**src/inc/gsp_pkg.sv**
```systemverilog
`default_nettype none
package gsp_pkg;
    // Command codes of the configuration registers
    localparam logic [7:0] CMD_GROUP_BUS_CONFIG = 8'hd3;
    localparam logic [7:0] CMD_GOOD_SIGNAL_DELAY = 8'hd4;
    localparam logic [7:0] CMD_SHARED_RAMP_GAIN = 8'hd5;
    localparam logic [7:0] CMD_INDUCTANCE_VALUE = 8'hd6;
    localparam logic [7:0] CMD_FAULT_RECORD_MASK = 8'hd7;

    // Field positions of group_bus_config
    localparam int POS_SHARE_POSITION_LSB = 13;
    localparam int POS_SHARE_POSITION_MSB = 15;
    localparam int POS_RAIL_ID_LSB = 8;
    localparam int POS_RAIL_ID_MSB = 12;
    localparam int POS_PHASES_LSB = 0;
    localparam int POS_PHASES_MSB = 3;

    // Writable bits of each register; the rest read zero
    localparam logic [15:0] MASK_GROUP_BUS_CONFIG = 16'hff0f;
    localparam logic [15:0] MASK_SHARED_RAMP_GAIN = 16'h00ff;
    localparam logic [15:0] MASK_FAULT_RECORD = 16'h3fff;
    localparam logic [15:0] MASK_FULL_WORD = 16'hffff;

    // Reset values
    localparam logic [15:0] RST_GROUP_BUS_CONFIG = 16'h0000;
    localparam logic [15:0] RST_GOOD_SIGNAL_DELAY = 16'h0000;
    localparam logic [7:0] RST_SHARED_RAMP_GAIN = 8'h01;
    localparam logic [15:0] RST_INDUCTANCE_VALUE = 16'h0000;
    localparam logic [15:0] RST_FAULT_RECORD_MASK = 16'h0000;

    // Fault bit positions of fault_record_mask
    localparam int FLT_VOUT_OV = 0;
    localparam int FLT_VOUT_UV = 1;
    localparam int FLT_OVERTEMPERATURE = 2;
    localparam int FLT_UNDERTEMPERATURE = 3;
    localparam int FLT_VIN_OV = 4;
    localparam int FLT_VIN_UV = 5;
    localparam int FLT_IOUT_OC = 6;
    localparam int FLT_IOUT_UC = 7;
    localparam int FLT_AUX_MON_OV = 8;
    localparam int FLT_AUX_MON_UV = 9;
    localparam int FLT_MEM_CHECKSUM = 10;
    localparam int FLT_PROCESSOR = 11;
    localparam int FLT_PHASE_IN_RAIL = 12;
    localparam int FLT_RAIL_IN_GROUP = 13;
    localparam int NUM_FAULTS = 14;

    // Timing
    localparam int CLK_FREQ_HZ = 25000000;
    localparam int TIME_UNIT_MS = 1;
    localparam int CYCLES_PER_MS = CLK_FREQ_HZ / 1000 * TIME_UNIT_MS;
    localparam logic [12:0] OK_DELAY_MAX_MS = 13'h1388;

    typedef enum logic [1:0] {
        OK_IDLE,
        OK_WAIT,
        OK_GOOD
    } gsp_ok_state_t;
endpackage : gsp_pkg
`default_nettype wire

```
**src/rtl/gsp_config_regs.sv**
```systemverilog
// Overview of operation
// - Hold five-bit rail identifier in bits 12:8.
// - Bits 15:13 give share position minus one.
// - Bits 3:0 odd codes 1..7 give phase count.
// - Delay output_ok_pin after output crosses threshold.
// - Delay capped 5000 ms, rounded to ms.
// - Hold eight-bit shared ramp gain.
// - Sharing forces shared ramp, disables fast loop.
// - After output ok, return to fast loop.
// - Sharing disables soft-off, ignores fall time.
// - Hold sixteen-bit inductance for ripple calculations.
// - Mask bit one blocks fault snapshot trigger.
// - Mask bits 0-7 map output/input/temperature faults.
// - Mask bits 8-13 map monitor/system faults.
`timescale 1ns/1ps
`default_nettype none
module gsp_config_regs
#(
    parameter int CYCLES_PER_MS = gsp_pkg::CYCLES_PER_MS
)
(
    // Clock, reset, enable
    input wire logic SYS_CLK_I,
    input wire logic RST_I,
    input wire logic CLK_EN_I,
    // Command port of the serial bus engine
    input wire logic [7:0] CMD_CODE_I,
    input wire logic WR_STB_I,
    input wire logic [15:0] WR_DATA_I,
    input wire logic RD_STB_I,
    output logic [15:0] RD_DATA_O,
    output logic RD_VALID_O,
    output logic CMD_UNSUPPORTED_O,
    // Analog and fault side
    input wire logic VOUT_ABOVE_ON_I,
    input wire logic [gsp_pkg::NUM_FAULTS-1:0] FAULT_EVENTS_I,
    // Control outputs
    output logic OUTPUT_OK_PIN_O,
    output logic [4:0] RAIL_IDENTIFIER_O,
    output logic [2:0] SHARE_POSITION_O,
    output logic [3:0] PHASE_COUNT_O,
    output logic CURRENT_SHARE_O,
    output logic SHARED_RAMP_MODE_O,
    output logic HIGH_BW_LOOP_O,
    output logic SOFT_OFF_ALLOWED_O,
    output logic [7:0] SHARED_RAMP_GAIN_O,
    output logic [15:0] INDUCTANCE_VALUE_O,
    output logic SNAPSHOT_REQ_O,
    output logic [gsp_pkg::NUM_FAULTS-1:0] SNAPSHOT_CAUSE_O
);
    import gsp_pkg::*;

    localparam logic [14:0] MS_TICKS = 15'(CYCLES_PER_MS - 1);

    typedef struct packed {
        logic [15:0] group_bus_config;
        logic [15:0] good_signal_delay;
        logic [7:0] shared_ramp_gain;
        logic [15:0] inductance_value;
        logic [15:0] fault_record_mask;
        logic [15:0] rd_data;
        logic rd_valid;
        logic unsupported;
        logic vout_meta;
        logic vout_sync;
        gsp_ok_state_t ok_state;
        logic [14:0] tick_cnt;
        logic [12:0] ms_left;
        logic output_ok;
        logic [NUM_FAULTS-1:0] fault_prev;
        logic snap_req;
        logic [NUM_FAULTS-1:0] snap_cause;
    } gsp_state_t;

    gsp_state_t state_r;
    gsp_state_t state_nxt;

    // Linear (5-bit exponent, 11-bit mantissa) to whole ms, rounded, capped
    function automatic logic [12:0] lin_to_ms(input logic [15:0] v);
        logic [4:0] e;
        logic [4:0] sh;
        logic [31:0] acc;
        e = v[15:11];
        sh = 5'(~e + 5'h01);
        acc = 32'h0;
        if (v[10]) // Negative delays mean no delay
        begin
            acc = 32'h0;
        end
        else if (!e[4])
        begin
            acc = {21'h0, v[10:0]} << e[3:0];
        end
        else
        begin
            acc = ({21'h0, v[10:0]} + (32'h1 << (sh - 5'h01))) >> sh;
        end
        if (acc > {19'h0, OK_DELAY_MAX_MS})
        begin
            acc = {19'h0, OK_DELAY_MAX_MS};
        end
        return acc[12:0];
    endfunction : lin_to_ms

    // Odd codes 1..7 are the only legal phase settings
    function automatic logic phases_valid(input logic [3:0] code);
        return code[0] & ~code[3];
    endfunction : phases_valid

    logic share_cfg;
    logic [NUM_FAULTS-1:0] armed_faults;

    assign share_cfg = phases_valid(state_r.group_bus_config[POS_PHASES_MSB:POS_PHASES_LSB]);

    always_comb
    begin
        state_nxt = state_r;
        state_nxt.rd_valid = 1'b0;
        state_nxt.unsupported = 1'b0;
        state_nxt.snap_req = 1'b0;

        // Command decode; bits outside each register's mask stay zero
        if (WR_STB_I)
        begin
            case (CMD_CODE_I)
                CMD_GROUP_BUS_CONFIG:
                    state_nxt.group_bus_config = WR_DATA_I & MASK_GROUP_BUS_CONFIG;
                CMD_GOOD_SIGNAL_DELAY:
                    state_nxt.good_signal_delay = WR_DATA_I & MASK_FULL_WORD;
                CMD_SHARED_RAMP_GAIN:
                    state_nxt.shared_ramp_gain = WR_DATA_I[7:0];
                CMD_INDUCTANCE_VALUE:
                    state_nxt.inductance_value = WR_DATA_I;
                CMD_FAULT_RECORD_MASK:
                    state_nxt.fault_record_mask = WR_DATA_I & MASK_FAULT_RECORD;
                default:
                    state_nxt.unsupported = 1'b1;
            endcase
        end
        else if (RD_STB_I)
        begin
            state_nxt.rd_valid = 1'b1;
            case (CMD_CODE_I)
                CMD_GROUP_BUS_CONFIG:
                    state_nxt.rd_data = state_r.group_bus_config;
                CMD_GOOD_SIGNAL_DELAY:
                    state_nxt.rd_data = state_r.good_signal_delay;
                CMD_SHARED_RAMP_GAIN:
                    state_nxt.rd_data = {8'h00, state_r.shared_ramp_gain};
                CMD_INDUCTANCE_VALUE:
                    state_nxt.rd_data = state_r.inductance_value;
                CMD_FAULT_RECORD_MASK:
                    state_nxt.rd_data = state_r.fault_record_mask;
                default:
                begin
                    state_nxt.rd_data = 16'h0000;
                    state_nxt.rd_valid = 1'b0;
                    state_nxt.unsupported = 1'b1;
                end
            endcase
        end

        // The comparator is asynchronous to this clock
        state_nxt.vout_meta = VOUT_ABOVE_ON_I;
        state_nxt.vout_sync = state_r.vout_meta;

        // Delay is sampled at the crossing so a rewrite mid-wait has no effect
        case (state_r.ok_state)
            OK_IDLE:
            begin
                state_nxt.output_ok = 1'b0;
                if (state_r.vout_sync)
                begin
                    state_nxt.ms_left = lin_to_ms(state_r.good_signal_delay);
                    state_nxt.tick_cnt = MS_TICKS;
                    state_nxt.ok_state = OK_WAIT;
                end
            end
            OK_WAIT:
            begin
                if (!state_r.vout_sync)
                begin
                    state_nxt.ok_state = OK_IDLE;
                end
                else if (state_r.ms_left == 13'h0000)
                begin
                    state_nxt.output_ok = 1'b1;
                    state_nxt.ok_state = OK_GOOD;
                end
                else if (state_r.tick_cnt == 15'h0000)
                begin
                    state_nxt.tick_cnt = MS_TICKS;
                    state_nxt.ms_left = state_r.ms_left - 13'h0001;
                end
                else
                begin
                    state_nxt.tick_cnt = state_r.tick_cnt - 15'h0001;
                end
            end
            OK_GOOD:
            begin
                if (!state_r.vout_sync)
                begin
                    state_nxt.output_ok = 1'b0;
                    state_nxt.ok_state = OK_IDLE;
                end
            end
            default:
            begin
                state_nxt.output_ok = 1'b0;
                state_nxt.ok_state = OK_IDLE;
            end
        endcase

        // A fault triggers a snapshot only on its rising edge, so a lasting
        // fault writes memory once rather than every cycle
        state_nxt.fault_prev = FAULT_EVENTS_I;
        if (|armed_faults)
        begin
            state_nxt.snap_req = 1'b1;
            state_nxt.snap_cause = armed_faults;
        end
    end

    // Bit order follows the mask layout one to one
    assign armed_faults = FAULT_EVENTS_I & ~state_r.fault_prev
        & ~state_r.fault_record_mask[NUM_FAULTS-1:0];

    always_ff @(posedge SYS_CLK_I or posedge RST_I)
    begin
        if (RST_I)
        begin
            state_r <= '0;
            state_r.group_bus_config <= RST_GROUP_BUS_CONFIG;
            state_r.good_signal_delay <= RST_GOOD_SIGNAL_DELAY;
            state_r.shared_ramp_gain <= RST_SHARED_RAMP_GAIN;
            state_r.inductance_value <= RST_INDUCTANCE_VALUE;
            state_r.fault_record_mask <= RST_FAULT_RECORD_MASK;
            state_r.ok_state <= OK_IDLE;
        end
        else if (CLK_EN_I)
        begin
            state_r <= state_nxt;
        end
    end

    // Register bus answers
    assign RD_DATA_O = state_r.rd_data;
    assign RD_VALID_O = state_r.rd_valid;
    assign CMD_UNSUPPORTED_O = state_r.unsupported;

    // Group identity; host keeps rail identifier equal across the group
    assign RAIL_IDENTIFIER_O = state_r.group_bus_config[POS_RAIL_ID_MSB:POS_RAIL_ID_LSB];
    assign SHARE_POSITION_O =
        state_r.group_bus_config[POS_SHARE_POSITION_MSB:POS_SHARE_POSITION_LSB];
    // Phase count is code plus one; zero while the code is not legal
    assign PHASE_COUNT_O = share_cfg ?
        state_r.group_bus_config[POS_PHASES_MSB:POS_PHASES_LSB] + 4'h1 : 4'h0;
    assign CURRENT_SHARE_O = share_cfg;

    // Ramp and loop control
    assign SHARED_RAMP_MODE_O = share_cfg & ~state_r.output_ok;
    assign HIGH_BW_LOOP_O = ~share_cfg | state_r.output_ok;
    assign SOFT_OFF_ALLOWED_O = ~share_cfg;
    assign SHARED_RAMP_GAIN_O = state_r.shared_ramp_gain;
    assign INDUCTANCE_VALUE_O = state_r.inductance_value;

    assign OUTPUT_OK_PIN_O = state_r.output_ok;
    assign SNAPSHOT_REQ_O = state_r.snap_req;
    assign SNAPSHOT_CAUSE_O = state_r.snap_cause;
endmodule : gsp_config_regs
`default_nettype wire

```
**config.mk**
```make
export PLATFORM = sky130hd
export DESIGN_NAME = gsp_config_regs
export DESIGN_NICKNAME = d
export VERILOG_FILES = /design/src/inc/gsp_pkg.sv /design/src/rtl/gsp_config_regs.sv
export SDC_FILE = /design/constraint.sdc
export NUM_CORES = 1
export LEC_CHECK = 0
export CORE_UTILIZATION = 50
export DETAILED_ROUTE_END_ITERATION = 6
export DONT_BUFFER_PORTS = 1
export PLACE_DENSITY_LB_ADDON = 0.08
export SETUP_SLACK_MARGIN = 0.1
export SLEW_MARGIN = 20
export SYNTH_ARGS = -nofsm -noshare
export SYNTH_HDL_FRONTEND = slang
export SYNTH_SLANG_ARGS = --single-unit
```
**constraint.sdc**
```tcl
create_clock -name SYS_CLK_I -period 6.75 [get_ports SYS_CLK_I]
set_input_delay 1.35 -clock SYS_CLK_I [delete_from_list [all_inputs] [get_ports SYS_CLK_I]]
set_output_delay 1.35 -clock SYS_CLK_I [all_outputs]
set_load 0.01 [all_outputs]
```
After elaboration in Yosys (flattened, before gate mapping)
Cells that the tools add are included.
{"block": "totals", "input_bits": 44, "wordCells": 96, "out_inout_bits": 74, "regBits": 146}
{"block": "op_classes", "reduce_logical": 17, "eq_ne": 14, "shifts": 3, "addsub": 6, "magnitude_cmp": 1, "mux": 26, "bitwise_logic": 12}
{"op": "$mux W32", "count": 4}
{"op": "$pmux W16 S5", "count": 1}
{"op": "$pmux W28 S2", "count": 1}
{"op": "$eq A8 B8 Y1 const B", "count": 5}
{"op": "$add A11 B32 Y32", "count": 1}
{"op": "$gt A32 B13 Y1 const B", "count": 1}
{"op": "$shl A1 B5 Y32 const A", "count": 1}
{"op": "$shl A11 B4 Y32", "count": 1}
{"op": "$shr A32 B5 Y32", "count": 1}
{"op": "$mux W15", "count": 2}
{"op": "$mux W30", "count": 1}
{"op": "$mux W29", "count": 1}
{"op": "$and A14 B14 Y14", "count": 2}
{"op": "$mux W28", "count": 1}
{"op": "$not A14 Y14", "count": 2}
{"op": "$mux W13", "count": 2}
{"op": "$reduce_and A3 Y1", "count": 6}
{"op": "$logic_not A15 Y1", "count": 1}
{"op": "$sub A15 B1 Y15 const B", "count": 1}
{"op": "$reduce_or A14 Y1", "count": 1}
{"op": "$logic_not A13 Y1", "count": 1}
{"op": "$sub A13 B1 Y13 const B", "count": 1}
{"op": "$ne A2 B2 Y1 const B", "count": 6}
{"op": "$mux W2", "count": 5}
{"op": "21 further kinds", "count": 30}

Longest topological paths before layout
{"block": "depth", "word_depth": 14, "depth_mapped": 24, "mapped_depth_nobuf": 18}

Worst setup path before layout
OpenSTA, ideal clock, no wires.
{"block": "synth_timing", "path_type": "reg2reg", "startpoint": "register state_r[132] (netlist bit)", "endpoint": "register state_r[42] (netlist bit)", "t_arrival_ps": 5855, "required_time_ps": 6630, "path_slack_ps": 775, "synth_period_minus_slack_ps": 5975, "setup_time_ps": 120, "path_buffers": 5, "path_stages_with_launch": 24, "path_cell_list": "dfrtp_1 > buf_4 > clkbuf_1 > clkbuf_1 > inv_1 > ha_1 > buf_6 > mux2i_1 > a2111o_1 > nand3_1 > and3_1 > ha_1 > fa_1 > a21o_1 > a221o_1 > clkbuf_1 > a41oi_1 > o32ai_4 > a21oi_1 > o221ai_1 > o211a_1 > or4b_1 > or2_1 > a31o_1"}
{"block": "synth_via", "elab_chain_cells": 14, "word_cells_on_any_way": 15, "cone_classes": "add/sub (3); order compare (1); shift (3); mux (7); bitwise (1)"}
{"item": "start: declaration", "line": "gsp_config_regs.sv:75", "text": "gsp_state_t state_r;"}
{"item": "start signal: assignment", "line": "gsp_config_regs.sv:243", "text": "state_r <= state_nxt;"}
{"item": "$not A5 Y5", "line": "gsp_config_regs.sv:84", "text": "sh = 5'(~e + 5'h01);"}
{"item": "$add A5 B1 Y5", "line": "gsp_config_regs.sv:84"}
{"item": "$sub A5 B1 Y5", "line": "gsp_config_regs.sv:96", "text": "acc = ({21'h0, v[10:0]} + (32'h1 << (sh - 5'h01))) >> sh;"}
{"item": "$shl A1 B5 Y32", "line": "gsp_config_regs.sv:96"}
{"item": "$add A11 B32 Y32", "line": "gsp_config_regs.sv:96"}
{"item": "$shr A32 B5 Y32", "line": "gsp_config_regs.sv:96"}
{"item": "$mux W32 *", "line": "gsp_config_regs.sv:90", "text": "else if (!e[4])"}
{"item": "$mux W32 *", "line": "gsp_config_regs.sv:86", "text": "if (v[10])"}
{"item": "$mux W32 *", "line": "gsp_config_regs.sv:172", "text": "if (state_r.vout_sync)"}
{"item": "$mux W32 *", "line": "gsp_config_regs.sv:168", "text": "case (state_r.ok_state)"}
{"item": "$gt A32 B13 Y1", "line": "gsp_config_regs.sv:98", "text": "if (acc > {19'h0, OK_DELAY_MAX_MS})"}
{"item": "$mux W13 *", "line": "gsp_config_regs.sv:98"}
{"item": "$mux W30 *", "line": "gsp_config_regs.sv:172"}
{"item": "$pmux W28 S2 *", "line": "gsp_config_regs.sv:168"}
Every way passes the cells marked *; elsewhere a longest branch is shown, timed or not. The select of a mux whose other input is x is not followed.
A chain may end at the register's enable or synchronous reset.

Worst setup path in the final report
{"block": "layout_timing", "startpoint": "register state_r[131] (netlist bit)", "endpoint": "register state_r[42] (netlist bit)"}
The elaborated chain is that of the path after synthesis.

==> impl_metrics.py <==
metrics = {
    "clock_tree": {
        "cts_made_buffers": 17,
        "cts_tree": "built",
        "cts_buffer_depth": 2,
        "ctsResizeCount": 0,
        "clock_latency_ps": 430,
        "ctsHoldBuffers": 0,
        "clk_pin_slew_ps": 60,
        "cts_max_level": 4,
        "cts_root_buf": "clkbuf_16",
        "post_cts_buffers": 0,
        "cts_sinks": 146,
    },
    "place": {
        "dpl.cell_count": 1310,
        "placed_area_mm2": 0.0103,
        "place_congestion": 0.968,
        "portBuffers": 0,
        "dp_hpwl_mm": 22.7,
    },
    "synth": {
        "synth-simple-area-share_pct": 17.6,
        "synth_cell_types": 89,
        "ys_seq_area_share_pct": 34.6,
        "synth_top_family_by_area": "compound AO/OA/AOI/OAI gates",
        "synth_area_mm2": 0.0106,
        "yosys_warnings": 0,
        "synth_compound_area_share_pct": 20.4,
        "syn_avg_cell_area_um2": 9.14,
        "synthMuxAreaShare_pct": 15.1,
        "ys_async_sr_fraction_pct": 100,
        "synth_adder_area_share_pct": 2.44,
        "synth_cells": 1157,
        "ys_ff_latch": 146,
        "synthFlopType": "dfrtp_1",
        "synth_nets": 1221,
        "synth_edf_count": 0,
        "synthXorXnorAreaFrac_pct": 1.57,
    },
    "global_routing": {
        "grt_max_degree": 78,
        "grt_overflow_total": 0,
        "grt_pass1_vias": 8415,
        "antenna_found_initial": 0,
        "grt_pass1_wl_mm": 49.5,
        "gr-usage-all-layers_pct": 29.3,
    },
    "setup_path": {
        "rr_worst_depth": 17,
        "cp_max_fo": 17,
        "crit_path_end_kind": "flop",
        "setup.worst_path.start": "state_r[131]",
        "r2r-start": "state_r[131]",
        "r2r-end": "state_r[42]",
        "critPathLaunchType": "flop",
        "path_class": "flop to flop",
        "r2r_setup_slack_ps": 670,
        "required_ps": 7060,
        "cp.arrival_ps": 6390,
    },
    "routing": {
        "viasPerCell": 6.56,
        "ant_nets": 0,
        "drtPass1Iterations": 5,
        "vias": 8812,
        "wl_per_cell_um": 23.1,
        "drtIter0Drc": 942,
        "post-route-drc-count": 0,
        "routed_wl_mm": 31.0,
    },
    "floorplanning": {
        "start_util_pct": 51.6,
        "dieWidth_um": 147,
        "die_h_um": 147,
        "fp-row-count": 52,
        "core-area_mm2": 0.0205,
        "dieArea_mm2": 0.0217,
        "pin_count": 118,
    },
    "final_layout": {
        "fin_nets": 1124,
        "fin_cells": 1343,
        "drive_gt1_share_pct": 17.1,
        "n_antenna_cell": 0,
        "syn2layout_area_growth_pct": 2.83,
        "postLayoutCellArea_mm2": 0.0109,
    },
    "worst_hold_path": {
        "min_from": "state_nxt[60]",
        "hold_path.class": "flop to flop",
        "worst_hold_path.endpoint": "state_r[60]",
        "min_delay_path_depth": 2,
    },
    "power_and_ir_drop": {
        "total_power_mw": 2.34,
        "vdd_drop_max_uv": 139,
        "power_density_mw_per_mm2": 216,
        "leakage_nw": 4.61,
    },
    "job": {
        "max_cap_viol_count": 0,
    },
    "sta": {
        "grt_setup_unrepaired": "no",
        "final.setup.tns_ps": 0,
        "finalMaxSlewViolations": 0,
        "setup_violations": 0,
        "fmax_ghz": 0.164,
        "hold_slack_ps": 508,
        "fin_crit_sh_pct": 90.1,
        "worst_pin_slew_ps": 965,
        "timing.slew.headroom_pct": 35.5,
        "skew_ps": 10.5,
        "period_minus_slack_ps": 6080,
        "hold_viol": 0,
    },
    "run_status": {
        "status": "finished, final reports clean",
    },
}
## synth_stat cells (all sizes together) (8+ instances only)
cell type / number / area (um2)
dfrtp: 145 / 3630
mux2: 101 / 1140
o21ai: 85 / 425
nand2: 83 / 312
buf: 78 / 547
nor2: 77 / 289
a21oi: 56 / 280
clkbuf: 53 / 199
inv: 35 / 131
nor3: 34 / 170
mux2i: 28 / 280
nand3: 26 / 130
and3: 24 / 150
ha: 19 / 238
nor3b: 19 / 148
a221oi: 15 / 131
nand4: 14 / 87.6
or3: 14 / 92.6
a211oi: 13 / 103
nor4: 13 / 81.3
xnor2: 13 / 114
and2: 12 / 75.1
a31oi: 11 / 75.1
nand2b: 11 / 68.8
o211ai: 11 / 82.6
o31ai: 10 / 75.1
or2: 9 / 56.3
a2111oi: 8 / 82.6
a21o: 8 / 60.1
mux4: 8 / 180
## critical path, cell delays in order, from the launching register on
cell	delay (ps)
dfrtp_2	500
inv_2	120
ha_1	500
nand2b_1	320
o21ai_0	450
nand2_1	270
and3_1	250
ha_1	400
a2111oi_0	410
o21ai_1	270
a21oi_1	340
xor2_1	420
o22ai_1	230
a311oi_1	310
o211a_1	250
or4b_1	460
or2_1	260
a31o_1	220
## power breakdown
group          switching, mW  total (mW)  leakage [nW]  internal [mW]
logic                  0.233       0.375          2.43          0.142
registers             0.0911        1.04          1.90          0.950
clock network          0.401       0.927         0.278          0.526
total                  0.726        2.34          4.61           1.62
## cell usage in the layout (no fill, tap or decap), types with 14 or more instances in the layout
| cell type | Yosys | layout |
|---|---|---|
| mux2i_1 | 28 | 28 |
| and3_1 | 24 | 24 |
| nand3_1 | 26 | 26 |
| ha_1 | 19 | 19 |
| a221oi_1 | 15 | 15 |
| a21oi_1 | 56 | 56 |
| inv_1 | 34 | 33 |
| o21ai_0 | 82 | 82 |
| nor3b_1 | 18 | 18 |
| nand2_1 | 83 | 83 |
| clkbuf_16 | 0 | 17 |
| nor3_1 | 34 | 34 |
| dfrtp_1 | 145 | 144 |
| nand4_1 | 14 | 14 |
| buf_4 | 64 | 14 |
| nor2_1 | 77 | 76 |
| mux2_2 | 101 | 101 |
## logic make-up (layout without fill, tap and decap cells)
logic type | count (synthesis) | in the layout
muxes | 137 | 137
other | 1 | 1
buffers and inverters | 166 | 82
xor gates and xnor gates | 19 | 19
adders and majority gates | 20 | 20
and+or+nand+nor | 358 | 358
AOI/OAI and AO/OA | 310 | 310
DFF | 146 | 146
## sequential cells by signal (all words and copies together), names as in the netlist, 3 cells and up
| name | count |
|---|---|
| SHARED_RAMP_GAIN_O | 8 |
| state_r | 79 |
| RAIL_IDENTIFIER_O | 5 |
| SHARE_POSITION_O | 3 |
| INDUCTANCE_VALUE_O | 16 |
| RD_DATA_O | 16 |
| SNAPSHOT_CAUSE_O | 14 |
## area by class of cell
type | count | area (um2)
flip-flops and latches | 146 | 3660
well taps | 270 | 338
inverters | 35 | 136
clock inverters | 12 | 124
repair buffers | 15 | 120
multi-input cells | 845 | 6050
clock buffers | 20 | 447
fillers | 1918 | 9620
## worst max-delay path by stage
stage,end,slack (ps),cells after the start
floorplan,state_r[42],780,23
global placement,state_r[42],860,17
detailed placement,state_r[42],840,17
CTS,state_r[42],800,17
global route,state_r[31],170,17
finish,state_r[42],670,17
## through the flow
stage	utilization [%]	worst slack, ps
floorplan	-	775
global placement	50.2	860
detailed placement	50.2	844
CTS	53.0	804
global route	53.1	173
finish	53.1	668
## routing by layer
metal	global-route usage (%)	wire (um)
met2	43.8	13700
met5	0	0
met3	6.33	2290
met1	42.1	14300
met4	9.48	767
No activity file was read; power rests on OpenSTA's default activity.
